--- src/isfo_pkg.sv ---
// Constants, register map and carrier types for the input stream frame offset block.
// Assumes a single pclk domain and an APB register port with 32-bit data.
package isfo_pkg;

  // Stream and field geometry
  localparam int STREAMS         = 32;
  localparam int FIELDS_PER_REG  = 4;
  localparam int FIELD_W         = 4;
  localparam int OFS_REGS        = 8;
  localparam int OFS_REG_W       = 16;
  localparam int HALF_BIT        = 0;
  localparam int WHOLE_LSB       = 1;
  localparam int WHOLE_W         = 3;

  // Register map, byte addresses
  localparam int ADDR_W                  = 12;
  localparam logic [11:0] ADDR_OFS_BASE  = 12'h000;
  localparam logic [11:0] ADDR_OFS_LAST  = 12'h01c;
  localparam logic [11:0] ADDR_CTRL      = 12'h020;
  localparam logic [11:0] ADDR_STAT      = 12'h024;

  // Field positions
  localparam int CTRL_START_BIT    = 0;
  localparam int STAT_COMPLETE_BIT = 13;
  localparam int STAT_PHASE_BIT    = 12;
  localparam int DELAY_W           = 12;

  // Reset values
  localparam logic [15:0] OFS_RESET  = 16'h0000;
  localparam logic [31:0] DATA_ZERO  = 32'h0000_0000;

  // Half-period position counter after the frame pulse
  localparam int HALF_CNT_W              = 5;
  localparam logic [4:0] HALF_CNT_TOP    = 5'h10;
  localparam logic [11:0] DELAY_MAX      = 12'hfff;

  typedef struct packed {
    logic        complete;
    logic        phase;
    logic [11:0] count;
  } isfo_meas_type;

  typedef enum logic [1:0] {
    MEAS_IDLE = 2'b00,
    MEAS_ARM  = 2'b01,
    MEAS_RUN  = 2'b10,
    MEAS_DONE = 2'b11
  } isfo_meas_state_type;

endpackage

--- src/isfo_stream_rx.sv ---
// Per-stream receiver sampling point, set by its own 4-bit offset field.
// Assumes a shared half-period position and strobe from the frame timing logic.
`timescale 1ns/100ps
module isfo_stream_rx (
  // Clock and reset
  input  wire logic       pclk,
  input  wire logic       presetn,
  input  wire logic       ce,
  // Frame timing
  input  wire logic       half_strobe,
  input  wire logic [4:0] cur_half,
  // Configuration and data
  input  wire logic [3:0] offset_field,
  input  wire logic       rx_level,
  // Captured data
  output logic            bit_r,
  output logic            valid_r,
  output logic            first_r
);

  logic [4:0] target_half;
  logic       at_or_after;
  logic       same_phase;

  // Nibble {whole, half} read as a number is the offset in half periods
  assign target_half = {1'b0, offset_field};
  assign at_or_after = cur_half >= target_half;
  assign same_phase  = cur_half[0] == offset_field[isfo_pkg::HALF_BIT];

  always_ff @(posedge pclk or negedge presetn) begin
    if (!presetn) begin
      bit_r   <= 1'b0;
      valid_r <= 1'b0;
      first_r <= 1'b0;
    end else if (ce) begin
      valid_r <= half_strobe && at_or_after && same_phase;
      first_r <= half_strobe && (cur_half == target_half);
      if (half_strobe && at_or_after && same_phase) begin
        bit_r <= rx_level;
      end
    end
  end

endmodule

--- src/isfo_sync3.sv ---
// Three-stage synchroniser for pin inputs, one per bit.
// Assumes the inputs are asynchronous to pclk; output moves once stages two and three agree.
`timescale 1ns/100ps
module isfo_sync3 #(
  parameter int         W       = 1,
  parameter logic [W-1:0] RST_VAL = '0
) (
  // Clock and reset
  input  wire logic         pclk,
  input  wire logic         presetn,
  input  wire logic         ce,
  // Pins and stable result
  input  wire logic [W-1:0] pin_in,
  output logic      [W-1:0] level_r
);

  logic [W-1:0] meta_r;
  logic [W-1:0] stage2_r;
  logic [W-1:0] stage3_r;

  always_ff @(posedge pclk or negedge presetn) begin
    if (!presetn) begin
      meta_r   <= RST_VAL;
      stage2_r <= RST_VAL;
      stage3_r <= RST_VAL;
    end else if (ce) begin
      meta_r   <= pin_in;
      stage2_r <= meta_r;
      stage3_r <= stage2_r;
    end
  end

  // Agreement filter keeps a single-cycle glitch out of the result
  always_ff @(posedge pclk or negedge presetn) begin
    if (!presetn) begin
      level_r <= RST_VAL;
    end else if (ce) begin
      level_r <= (~(stage2_r ^ stage3_r) & stage3_r) | ((stage2_r ^ stage3_r) & level_r);
    end
  end

endmodule

--- src/isfo_top.sv ---
// Input stream frame offset alignment with frame delay measurement, APB register port.
// Assumes master clock, frame pulse, evaluation and stream pins are asynchronous to pclk.
//
// Functional notes
// - Reset clears all eight stream offset registers to zero.
// - One 4-bit field per stream 0..31; half bit lowest, three offset bits above.
// - Offset bits set when each receiver captures bit 0 of its stream.
// - Offset reaches up to +7.5 clock periods after the frame pulse.
// - Half bit zero puts the sampling point on a clock boundary.
// - Half bit one moves the sampling point a further half clock.
// - Shift equals whole offset periods plus half period when half bit set.
// - Phase bit is one if evaluation edge seen in clock high phase, else zero.
// - Start bit falling clears delay bits and completion flag; valid only when complete.
`timescale 1ns/100ps
module isfo_top #(
  parameter int NUM_STREAMS = 32
) (
  // Clock, reset, enable
  input  wire logic                   pclk,
  input  wire logic                   presetn,
  input  wire logic                   ce,
  // APB slave
  input  wire logic                   psel,
  input  wire logic                   penable,
  input  wire logic                   pwrite,
  input  wire logic [11:0]            paddr,
  input  wire logic [31:0]            pwdata,
  input  wire logic [3:0]             pstrb,
  output logic      [31:0]            prdata,
  output logic                        pready,
  output logic                        pslverr,
  // Serial frame pins
  input  wire logic                   master_clock_in,
  input  wire logic                   frame_pulse_n_in,
  input  wire logic                   frame_eval_in,
  input  wire logic [NUM_STREAMS-1:0] rx_stream_in,
  // Captured stream data
  output logic      [NUM_STREAMS-1:0] rx_bit,
  output logic      [NUM_STREAMS-1:0] rx_valid,
  output logic      [NUM_STREAMS-1:0] rx_bit0,
  output logic                        frame_start
);

  localparam int NREGS = isfo_pkg::OFS_REGS;
  localparam int FPR   = isfo_pkg::FIELDS_PER_REG;
  localparam int FW    = isfo_pkg::FIELD_W;

  // The field packing and register map serve exactly one full set of streams
  if (NUM_STREAMS != isfo_pkg::STREAMS) begin : g_bad_streams
    $error("NUM_STREAMS must equal the packed register capacity");
  end

  // Register state
  logic [15:0]                    ofs_r [NREGS];
  logic                           start_r;
  logic                           start_prev_r;
  logic [31:0]                    prdata_r;
  logic                           pready_r;
  logic                           pslverr_r;
  isfo_pkg::isfo_meas_type        meas_r;
  isfo_pkg::isfo_meas_state_type  meas_state_r;
  isfo_pkg::isfo_meas_state_type  meas_state_nxt;

  // Frame timing state
  logic                           mclk_s;
  logic                           frame_n_s;
  logic                           eval_s;
  logic [NUM_STREAMS-1:0]         rx_s;
  logic                           mclk_prev_r;
  logic                           frame_n_prev_r;
  logic                           eval_prev_r;
  logic [4:0]                     half_cnt_r;
  logic [4:0]                     cur_half;
  logic                           frame_start_r;
  logic [11:0]                    delay_cnt_r;

  // Decoded events
  logic                           mclk_edge;
  logic                           mclk_rise;
  logic                           frame_fall;
  logic                           eval_fall;
  logic                           half_strobe;
  logic                           start_fall;
  logic                           start_rise;

  // APB decode
  logic                           access;
  logic                           complete_xfer;
  logic                           hit_ofs;
  logic                           hit_ctrl;
  logic                           hit_stat;
  logic [2:0]                     ofs_idx;
  logic [31:0]                    read_word;
  logic                           addr_err;

  // Pin synchronisers
  isfo_sync3 #(
    .W       (3),
    .RST_VAL (3'b010)
  ) u_sync_ctl (
    .pclk    (pclk),
    .presetn (presetn),
    .ce      (ce),
    .pin_in  ({master_clock_in, frame_pulse_n_in, frame_eval_in}),
    .level_r ({mclk_s, frame_n_s, eval_s})
  );

  isfo_sync3 #(
    .W       (NUM_STREAMS),
    .RST_VAL ('0)
  ) u_sync_rx (
    .pclk    (pclk),
    .presetn (presetn),
    .ce      (ce),
    .pin_in  (rx_stream_in),
    .level_r (rx_s)
  );

  always_ff @(posedge pclk or negedge presetn) begin
    if (!presetn) begin
      mclk_prev_r    <= 1'b0;
      frame_n_prev_r <= 1'b1;
      eval_prev_r    <= 1'b0;
    end else if (ce) begin
      mclk_prev_r    <= mclk_s;
      frame_n_prev_r <= frame_n_s;
      eval_prev_r    <= eval_s;
    end
  end

  assign mclk_edge  = mclk_s ^ mclk_prev_r;
  assign mclk_rise  = mclk_s & ~mclk_prev_r;
  assign frame_fall = ~frame_n_s & frame_n_prev_r;
  assign eval_fall  = ~eval_s & eval_prev_r;

  // Half-period position since the frame pulse; saturates but keeps its parity
  always_comb begin
    if (frame_fall) begin
      cur_half = 5'h00;
    end else if (half_cnt_r[4]) begin
      cur_half = {1'b1, 3'b000, ~half_cnt_r[0]};
    end else begin
      cur_half = half_cnt_r + 5'h01;
    end
  end

  assign half_strobe = frame_fall | mclk_edge;

  always_ff @(posedge pclk or negedge presetn) begin
    if (!presetn) begin
      half_cnt_r <= isfo_pkg::HALF_CNT_TOP;
    end else if (ce && half_strobe) begin
      half_cnt_r <= cur_half;
    end
  end

  always_ff @(posedge pclk or negedge presetn) begin
    if (!presetn) begin
      frame_start_r <= 1'b0;
    end else if (ce) begin
      frame_start_r <= frame_fall;
    end
  end

  assign frame_start = frame_start_r;

  // Per-stream receivers, each reading only its own nibble
  for (genvar s = 0; s < NUM_STREAMS; s++) begin : g_stream
    isfo_stream_rx u_rx (
      .pclk         (pclk),
      .presetn      (presetn),
      .ce           (ce),
      .half_strobe  (half_strobe),
      .cur_half     (cur_half),
      .offset_field (ofs_r[s / FPR][(s % FPR) * FW +: FW]),
      .rx_level     (rx_s[s]),
      .bit_r        (rx_bit[s]),
      .valid_r      (rx_valid[s]),
      .first_r      (rx_bit0[s])
    );
  end

  // APB: one wait state, pready from a flop
  assign access        = psel & penable;
  assign complete_xfer = access & pready_r;
  assign ofs_idx       = paddr[4:2];

  always_comb begin
    hit_ofs  = 1'b0;
    hit_ctrl = 1'b0;
    hit_stat = 1'b0;
    if (paddr[1:0] != 2'b00) begin
      hit_ofs = 1'b0;
    end else if (paddr <= isfo_pkg::ADDR_OFS_LAST) begin
      hit_ofs = 1'b1;
    end else if (paddr == isfo_pkg::ADDR_CTRL) begin
      hit_ctrl = 1'b1;
    end else if (paddr == isfo_pkg::ADDR_STAT) begin
      hit_stat = 1'b1;
    end
  end

  // Status is read-only; writing it is an error
  assign addr_err = ~(hit_ofs | hit_ctrl | hit_stat) | (hit_stat & pwrite);

  always_comb begin
    read_word = isfo_pkg::DATA_ZERO;
    if (hit_ofs) begin
      read_word[15:0] = ofs_r[ofs_idx];
    end else if (hit_ctrl) begin
      read_word[isfo_pkg::CTRL_START_BIT] = start_r;
    end else if (hit_stat) begin
      read_word[isfo_pkg::STAT_COMPLETE_BIT] = meas_r.complete;
      read_word[isfo_pkg::STAT_PHASE_BIT]    = meas_r.phase;
      read_word[isfo_pkg::DELAY_W-1:0]       = meas_r.count;
    end
  end

  always_ff @(posedge pclk or negedge presetn) begin
    if (!presetn) begin
      pready_r  <= 1'b0;
      pslverr_r <= 1'b0;
      prdata_r  <= isfo_pkg::DATA_ZERO;
    end else if (ce) begin
      pready_r <= access & ~pready_r;
      if (access && !pready_r) begin
        pslverr_r <= addr_err;
        prdata_r  <= (pwrite || addr_err) ? isfo_pkg::DATA_ZERO : read_word;
      end else begin
        // Answer stands one cycle only; the master still holds access at the edge it samples pready
        pslverr_r <= 1'b0;
        prdata_r  <= isfo_pkg::DATA_ZERO;
      end
    end
  end

  assign prdata  = prdata_r;
  assign pready  = pready_r;
  assign pslverr = pslverr_r;

  // Offset registers, written by byte lane
  for (genvar r = 0; r < NREGS; r++) begin : g_ofs
    always_ff @(posedge pclk or negedge presetn) begin
      if (!presetn) begin
        ofs_r[r] <= isfo_pkg::OFS_RESET;
      end else if (ce && complete_xfer && pwrite && hit_ofs && (ofs_idx == r)) begin
        if (pstrb[0]) begin
          ofs_r[r][7:0] <= pwdata[7:0];
        end
        if (pstrb[1]) begin
          ofs_r[r][15:8] <= pwdata[15:8];
        end
      end
    end
  end

  // Start control bit
  always_ff @(posedge pclk or negedge presetn) begin
    if (!presetn) begin
      start_r      <= 1'b0;
      start_prev_r <= 1'b0;
    end else if (ce) begin
      start_prev_r <= start_r;
      if (complete_xfer && pwrite && hit_ctrl && pstrb[0]) begin
        start_r <= pwdata[isfo_pkg::CTRL_START_BIT];
      end
    end
  end

  assign start_fall = start_prev_r & ~start_r;
  assign start_rise = ~start_prev_r & start_r;

  // Frame delay measurement: arm, wait for a frame, count to the evaluation edge
  always_comb begin
    meas_state_nxt = meas_state_r;
    case (meas_state_r)
      isfo_pkg::MEAS_IDLE: begin
        if (start_rise) begin
          meas_state_nxt = isfo_pkg::MEAS_ARM;
        end
      end
      isfo_pkg::MEAS_ARM: begin
        if (frame_fall) begin
          meas_state_nxt = isfo_pkg::MEAS_RUN;
        end
      end
      isfo_pkg::MEAS_RUN: begin
        if (eval_fall) begin
          meas_state_nxt = isfo_pkg::MEAS_DONE;
        end
      end
      isfo_pkg::MEAS_DONE: begin
        meas_state_nxt = isfo_pkg::MEAS_DONE;
      end
      default: begin
        meas_state_nxt = isfo_pkg::MEAS_IDLE;
      end
    endcase
    if (start_fall) begin
      meas_state_nxt = isfo_pkg::MEAS_IDLE;
    end
  end

  always_ff @(posedge pclk or negedge presetn) begin
    if (!presetn) begin
      meas_state_r <= isfo_pkg::MEAS_IDLE;
    end else if (ce) begin
      meas_state_r <= meas_state_nxt;
    end
  end

  // Whole master clock periods since the frame pulse, saturating
  always_ff @(posedge pclk or negedge presetn) begin
    if (!presetn) begin
      delay_cnt_r <= '0;
    end else if (ce) begin
      if (meas_state_r == isfo_pkg::MEAS_ARM && frame_fall) begin
        delay_cnt_r <= '0;
      end else if (meas_state_r == isfo_pkg::MEAS_RUN && mclk_rise && delay_cnt_r != isfo_pkg::DELAY_MAX) begin
        delay_cnt_r <= delay_cnt_r + 12'h001;
      end
    end
  end

  // Result fields hold zero until complete, so software never sees a partial count
  always_ff @(posedge pclk or negedge presetn) begin
    if (!presetn) begin
      meas_r <= '0;
    end else if (ce) begin
      if (start_fall) begin
        meas_r <= '0;
      end else if (meas_state_r == isfo_pkg::MEAS_RUN && eval_fall) begin
        meas_r.complete <= 1'b1;
        meas_r.phase    <= mclk_s;
        meas_r.count    <= delay_cnt_r;
      end
    end
  end

endmodule

--- config.mk ---
export PLATFORM = sky130hd
export DESIGN_NAME = isfo_top
export DESIGN_NICKNAME = d
export VERILOG_FILES = /design/src/isfo_pkg.sv /design/src/isfo_stream_rx.sv /design/src/isfo_sync3.sv /design/src/isfo_top.sv
export SDC_FILE = /design/constraint.sdc
export NUM_CORES = 1
export LEC_CHECK = 0
export ABC_CLOCK_PERIOD_IN_PS = 4600
export BUFFER_PORTS_ARGS = -buffer_cell sky130_fd_sc_hd__buf_4
export CAP_MARGIN = 25
export CORE_MARGIN = 2
export CORE_UTILIZATION = 40
export CTS_BUF_LIST = sky130_fd_sc_hd__clkbuf_8
export DETAILED_ROUTE_END_ITERATION = 7
export PLACE_DENSITY = 0.56
export SLEW_MARGIN = 20
export SYNTH_ARGS = -nofsm -noshare
export SYNTH_HDL_FRONTEND = slang
export SYNTH_SLANG_ARGS = --single-unit
--- constraint.sdc ---
create_clock -name pclk -period 4.6 [get_ports pclk]
set_input_delay 1.38 -clock pclk [delete_from_list [all_inputs] [get_ports pclk]]
set_output_delay 1.38 -clock pclk [all_outputs]
set_load 0.03 [all_outputs]
==> metrics.md, run 1 <==
| Metric | Value |
|---|---|
| Status | completed |
| Post-synth ARST share | 1.00 |
| Worst-Margin Slew | 1.00 ns |
| Worst-skew pair later-pin latency | 0.65 ns |
| Fmax | 281 MHz |
| Post-CTS setup buffer count | 0 |
| Distinct cells, synth | 57 |
| Nets | 2140 |
| Compound-Gate Fraction of Synth Area | 0.108 |
| Tcrit/Tclk final | 0.775 |
| Worst path required time | 5.11 ns |
| EDFF count, synth | 0 |
| Post-placement cell area | 0.0227 mm^2 |
| Routability cong. | 0.822 |
| I/O Pins | 220 |
| GRT Total Usage | 0.210 |
| Hold Buf Count CTS | 0 |
| H-tree depth reported by CTS | 3 |
| Row Count | 84 |
| Post-route worst setup slack | 1.04 ns |
| Largest family of logic cells by synthesized area | multiplexers |
| XOR/XNOR Fraction of Synth Area | 0.0162 |
| Crit path max fanout | 27 |
| Routed WL per cell | 20.9 um |
| Most common cell after layout, fill and taps aside | dfrtp_1 |
| Register area share after synthesis | 0.499 |
| Flop-to-flop setup slack | 1.04 ns |
| Reg2reg end | g_stream[7].u_rx.bit_r |
| Cts repair resizes | 0 |
| Clk_skew | 0.0248 ns |
| Maximum VDD drop | 0.344 mV |
| Synth Area per Inst | 11.6 um^2 |
| TritonCTS buffer count | 78 |
| First-pass GRT wire length | 86700 um |
| Post-synthesis mux area share | 0.169 |
| Warnings, synthesis | 0 |
| Initial Util | 0.403 |
| Root Driver | clkbuf_8 |
| Startpoint class of the critical path | register |
| Crit path DAT | 4.07 ns |
| Post-route ant nets | 0 |
| Yosys reg bits | 421 |
| Die Width | 234 um |
| PwrDens | 542 mW/mm^2 |
| Reg2reg path depth | 11 |
| Final HPWL DP | 38600 um |
| DRT Wirelength | 56400 um |
| RSZ-0062 raised after global routing | false |
| Largest net degree at the start of global routing | 227 |
| Crit path from | frame_n_prev_r |
| Core Util, Final | 0.463 |
| Die H | 234 um |
| Syn Std Cell Area | 0.0211 mm^2 |
| Drt drc | 0 |
| Max Root-Sink Buffers | 3 |
| Slew headroom | 0.331 |
| Via count | 14500 |
| Most frequent cells in the layout | dfrtp_1, mux2_2, buf_4, inv_1, o21ai_0 |
| Post-synthesis adder-cell area fraction | 0.0592 |
| Ys flop type | dfrtp_1 |
| DRT iter0 DRCs | 964 |
| Post-Syn Instances | 1816 |
| Hold crit path type | reg2reg |
| Worst-path clk slew | 0.06 ns |
| Static leakage | 11.3 nW |
| Worst r2r src | frame_n_prev_r |
| Setup_tns | 0 ns |
| Minimum clock period | 3.56 ns |
| Core area | 0.0524 mm^2 |
| TritonCTS clock tree | done |
| # setup viols final | 0 |
| Layout cells sized above 1 | 0.316 |
| Number of global-route vias before repair | 14500 |
| Max-slew violation count | 0 |
| Initial antenna violation count | 0 |
| Clock Sink Count | 421 |
| Grt total ovfl | 0 |
| TritonRoute pass-1 iters | 7 |
| Worst Setup End Kind | register |
| Via density | 5.35 |
| Crit path kind | reg2reg |
| Crit path capture | g_stream[7].u_rx.bit_r |
| Fin. Hold Viols | 0 |
| Area grow syn2layout | 14.8% |
| Max_cap viols | 0 |
| Dpl ws | 0.510 ns |
| Port bufs | 185 |
| Post-Synth Simple-Gate Area | 0.0711 |
| Final instance area | 0.0243 mm^2 |
| Die ar. | 0.0547 mm^2 |
-- cell usage after synthesis (6+ instances only) --
library cell	number	area, um^2
o2bb2ai_1	24	210
a211oi_1	20	150
o21ai_0	158	791
buf_4	112	841
a21o_1	11	82.6
nor2_1	64	240
a22oi_1	13	97.6
nand3_1	38	190
a32o_1	7	70.1
ha_1	100	1250
nor2b_1	7	43.8
o211ai_1	7	52.6
mux2_2	236	2660
inv_1	134	503
nor3_2	6	60.1
dfstp_2	6	158
mux2i_1	19	190
mux4_2	32	721
buf_2	12	60.1
o21a_1	28	210
o2111ai_1	22	193
xnor2_1	35	307
a21oi_1	47	235
and3_1	9	56.3
a31oi_1	6	37.5
clkbuf_1	59	221
dfrtp_1	415	10400
nand2_1	88	330
nor3_4	6	97.6
nand4_1	36	225
-- worst max-delay path, stage by stage, from the launching register on --
cell,delay (ns)
dfstp_2,0.52
nor2b_1,0.27
buf_4,0.23
nor2_1,0.06
and2_1,0.29
buf_12,0.25
ha_1,0.31
nand2_1,0.05
o21ai_0,0.25
o211ai_1,0.15
a211oi_1,0.63
mux2_2,0.41
-- registers in the layout, indices dropped and copies added (netlist names), 5 cells and up, named ones only --
register and cells:
u_sync_rx.meta_r 32, g_stream.u_rx.valid_r 32, u_sync_rx.stage3_r 32, g_stream.u_rx.first_r 32
half_cnt_r 5, prdata 16, ofs_r 128, u_sync_rx.stage2_r 32
delay_cnt_r 12, g_stream.u_rx.bit_r 32, meas_r 14
-- worst min path at each step --
stage / slack, ns / from / depth (start not counted) / to
finish: 0.47 / meas_r[0] / 2 / meas_r[0]
floorplan: 0.44 / meas_r[0] / 2 / meas_r[0]
detailed placement: 0.46 / meas_r[0] / 2 / meas_r[0]
CTS: 0.47 / meas_r[0] / 2 / meas_r[0]
global route: 0.48 / meas_r[0] / 2 / meas_r[0]
global placement: 0.46 / meas_r[0] / 2 / meas_r[0]
-- power breakdown --
part | switching [W] | total (W) | leakage (nW) | internal, W
registers | 0.000416 | 0.00474 | 5.43 | 0.00432
logic | 0.00296 | 0.00491 | 4.97 | 0.00195
clock network | 0.00158 | 0.00352 | 0.920 | 0.00194
-- area by class of cell --
| type | instances | area [um^2] |
|---|---|---|
| fillers | 4794 | 28200 |
| repair buffers | 229 | 1810 |
| multi-input cells | 1087 | 9020 |
| well taps | 688 | 861 |
| clock buffers | 100 | 1380 |
| flip-flops and latches | 421 | 10500 |
| clock inverters | 39 | 165 |
| inverters | 134 | 504 |
| diodes | 2 | 5.00 |
-- stage by stage --
step,total power (W),hold WS (ns),cells
global route,0.0141,0.480,2698
detailed placement,0.00970,0.457,2559
global placement,0.00957,0.456,2558
floorplan,0.00823,0.438,1831
CTS,0.0133,0.469,2698
finish,0.0132,0.469,2700
-- cells by family (layout without fill, tap and decap cells) --
family          count (synthesis)  count (layout)
flops                         421             421
other cells                     1              18
buf+inv                       323             502
fa+ha+maj                     100             100
mux                           287             287
xor+xnor                       39              39
simple gates                  284             284
compound gates                361             361
-- routing by layer --
metal	track usage	wire length, um
met5	0	0
met4	0.0767	1440
met3	0.0578	4180
met2	0.322	25500
met1	0.285	25400
Power figures use the tool's default switching activity.
==> run 2, diff against run 1 <==
--- a/config.mk
+++ b/config.mk
@@ -5,7 +5,7 @@
 export SDC_FILE = /design/constraint.sdc
 export NUM_CORES = 1
 export LEC_CHECK = 0
-export ABC_CLOCK_PERIOD_IN_PS = 4600
+export ABC_CLOCK_PERIOD_IN_PS = 2920
 export BUFFER_PORTS_ARGS = -buffer_cell sky130_fd_sc_hd__buf_4
 export CAP_MARGIN = 25
 export CORE_MARGIN = 2
==> constraint.sdc (replaced) <==
create_clock -name pclk -period 2.92 [get_ports pclk]
set_input_delay 0.876 -clock pclk [delete_from_list [all_inputs] [get_ports pclk]]
set_output_delay 0.876 -clock pclk [all_outputs]
set_load 0.03 [all_outputs]
==> run 2 against run 1 <==
Net effect:
- clock skew rose by 0.013 ns
- via count is 2.7% higher
- largest power group unchanged
- critical path depth unchanged
- register-to-register slack worse by 1.0 ns
- critical endpoint is now g_stream[4].u_rx.bit_r
==> metrics.md, run 2 (synthesized netlist as in run 1, its figures left out) <==
| Metric | Value |
|---|---|
| CP max-delay cell | dfstp_2 |
| Max reg flops | 128 (unchanged) |
| Slowest stage delay, CP | 0.53 ns (-0.10 ns) |
| Max Root-Sink Buffers | 3 (unchanged) |
| Worst-Margin Slew | 0.911 ns (-0.0925 ns) |
| Minimum clock period | 2.89 ns (-0.674 ns) |
| Routed WL per cell | 20.9 um (-0.14%) |
| Drt drc | 0 (unchanged) |
| I/O Pins | 220 (unchanged) |
| Crit path DAT | 3.42 ns (-0.65 ns) |
| # setup viols final | 0 (unchanged) |
| Post-route worst setup slack | 0.0296 ns (-1.01 ns) |
| Top Family by Delay on Critical Path | compound AO/OA/AOI/OAI gates |
| Die Width | 234 um (unchanged) |
| Status | completed |
| FILL cells | 4721 (-1.5%) |
| Grt total ovfl | 0 (unchanged) |
| Biggest register | ofs_r |
| RSZ-0062 raised after global routing | true |
| Post-route ant nets | 0 (unchanged) |
| TritonRoute pass-1 iters | 5 (-2) |
| Maximum VDD drop | 0.516 mV (+50%) |
| First-pass GRT wire length | 90400 um (+4.3%) |
| Worst-path clk slew | 0.07 ns (about the same) |
| Final instance area | 0.0255 mm^2 (+5.1%) |
| Max_cap viols | 0 (unchanged) |
| Die ar. | 0.0547 mm^2 (unchanged) |
| Port bufs | 185 (unchanged) |
| Worst-skew pair later-pin latency | 0.66 ns (about the same) |
| DRT Wirelength | 58500 um (+3.6%) |
| Worst Setup End Kind | register |
| Crit path from | frame_n_prev_r |
| Crit path kind | reg2reg |
| Hold_ws | 0.0966 ns (-0.372 ns) |
| Clk_skew | 0.0381 ns (+0.0133 ns) |
| Number of global-route vias before repair | 15200 (+4.6%) |
| Crit path max fanout | 5 (-81%) |
| Max-slew violation count | 0 (unchanged) |
| Via count | 14800 (+2.7%) |
| TritonCTS clock tree | done |
| Final HPWL DP | 41500 um (+7.5%) |
| Fmax | 346 MHz (+23%) |
| Nets | 2241 (+4.7%) |
| Worst r2r src | frame_n_prev_r |
| Row Count | 84 (unchanged) |
| Buffer and inverter count on the worst path | 2 (unchanged) |
| Core area | 0.0524 mm^2 (unchanged) |
| DRT iter0 DRCs | 991 (+2.8%) |
| Static leakage | 11.9 nW (+5.3%) |
| Most common cell after layout, fill and taps aside | dfrtp_1 |
| Clock Sink Count | 421 (unchanged) |
| Most frequent cells in the layout | dfrtp_1, buf_4, mux2_2, inv_1, o21ai_0 |
| Hold crit path type | in2async |
| Area grow syn2layout | 20.8% |
| Fin. Hold Viols | 0 (unchanged) |
| Startpoint class of the critical path | register |
| Slew headroom | 0.388 (+0.0576) |
| Initial Util | 0.403 (unchanged) |
| Layout cells sized above 1 | 0.363 (+0.0469) |
| Routability cong. | 0.872 (+6.2%) |
| Tcrit/Tclk final | 0.990 (+0.215) |
| GRT Total Usage | 0.219 (+0.00872) |
| TritonCTS buffer count | 76 (-2.6%) |
| H-tree depth reported by CTS | 3 (unchanged) |
| Worst path required time | 3.45 ns (-1.66 ns) |
| Die H | 234 um (unchanged) |
| Via density | 5.30 (-1.0%) |
| Initial antenna violation count | 1 (+1) |
| Crit path cell chain | nor2b_4 -> buf_6 -> nor2_4 -> and2_4 -> buf_4 -> ha_1 -> nand2_1 -> o21ai_1 -> o211ai_1 -> a211oi_4 -> mux2_2 |
| Dpl ws | -0.317 ns (-0.826 ns) |
| PwrDens | 868 mW/mm^2 (+60%) |
| Largest net degree at the start of global routing | 97 (-57%) |
| Hold Buf Count CTS | 0 (unchanged) |
| Post-placement cell area | 0.0237 mm^2 (+4.1%) |
| Root Driver | clkbuf_8 |
run 2: cell types whose count changed in the layout (fill, tap and decap cells not counted), moves of 5 or more:
cell / previous run / this run
a211oi_1: 20 / 9
a211oi_2: 0 / 8
buf_12: 6 / 27
buf_4: 221 / 292
buf_6: 0 / 6
clkbuf_8: 101 / 96
nor2_1: 63 / 56
nor2_2: 1 / 7
o2111ai_1: 22 / 16
o2111ai_2: 0 / 6
o21ai_0: 158 / 153
o21ai_1: 2 / 7
run 2: area by class of cell:
type                       count  area (um^2)  share of cell area
sequential                   421        10500               0.413
multi-input combinational   1088         9210               0.361
timing repair buffer         331         2890               0.113
clock buffer                  95         1310              0.0512
tap                          688          861              0.0337
inverter                     134          504              0.0198
clock inverter                42          210             0.00823
antenna                        3         7.51            0.000294
run 2: final timing paths:
path	endpoint	slack (ns)	depth (start not counted)
worst max register to register	g_stream[4].u_rx.bit_r	0.03	11
worst min register to register	meas_r[2]	0.48	2
worst max-delay path	g_stream[4].u_rx.bit_r	0.03	11
min in group pclk	u_sync_rx.meta_r[25]	0.46	2
worst min-delay path	g_stream[13].u_rx.first_r	0.1	1
max in group asynchronous	g_stream[27].u_rx.valid_r	1.91	2
run 2: power by group:
| group | switching, W | leakage (nW) | internal [W] | total, W |
|---|---|---|---|---|
| clock network | 0.00248 | 0.898 | 0.00302 | 0.00550 |
| logic | 0.00514 | 5.58 | 0.00406 | 0.00920 |
| registers | 0.000642 | 5.43 | 0.00681 | 0.00745 |
run 2: what timing repair did:
item,CTS,global route
pin swaps,3,13
setup buffers,4,14
gates resized for setup,11,26
gates cloned,1,1
endpoints found under the setup margin,20,20
run 2: metrics by stage:
stage,power (W),setup TNS (ns),cells,utilization
floorplan,0.0131,-1.57,1831,-
global placement,0.0158,-1.04,2641,0.451
detailed placement,0.0161,-1.63,2641,0.451
CTS,0.0219,0,2783,0.482
global route,0.0236,-0.136,2799,0.487
finish,0.0222,0,2802,0.487
run 2: layer usage:
metal	vias up	share of wire	GRT usage
li1	6827	-	-
met1	7559	0.45	0.300
met2	388	0.45	0.338
met3	75	0.069	0.0548
met4	0	0.026	0.0748
met5	-	0	0
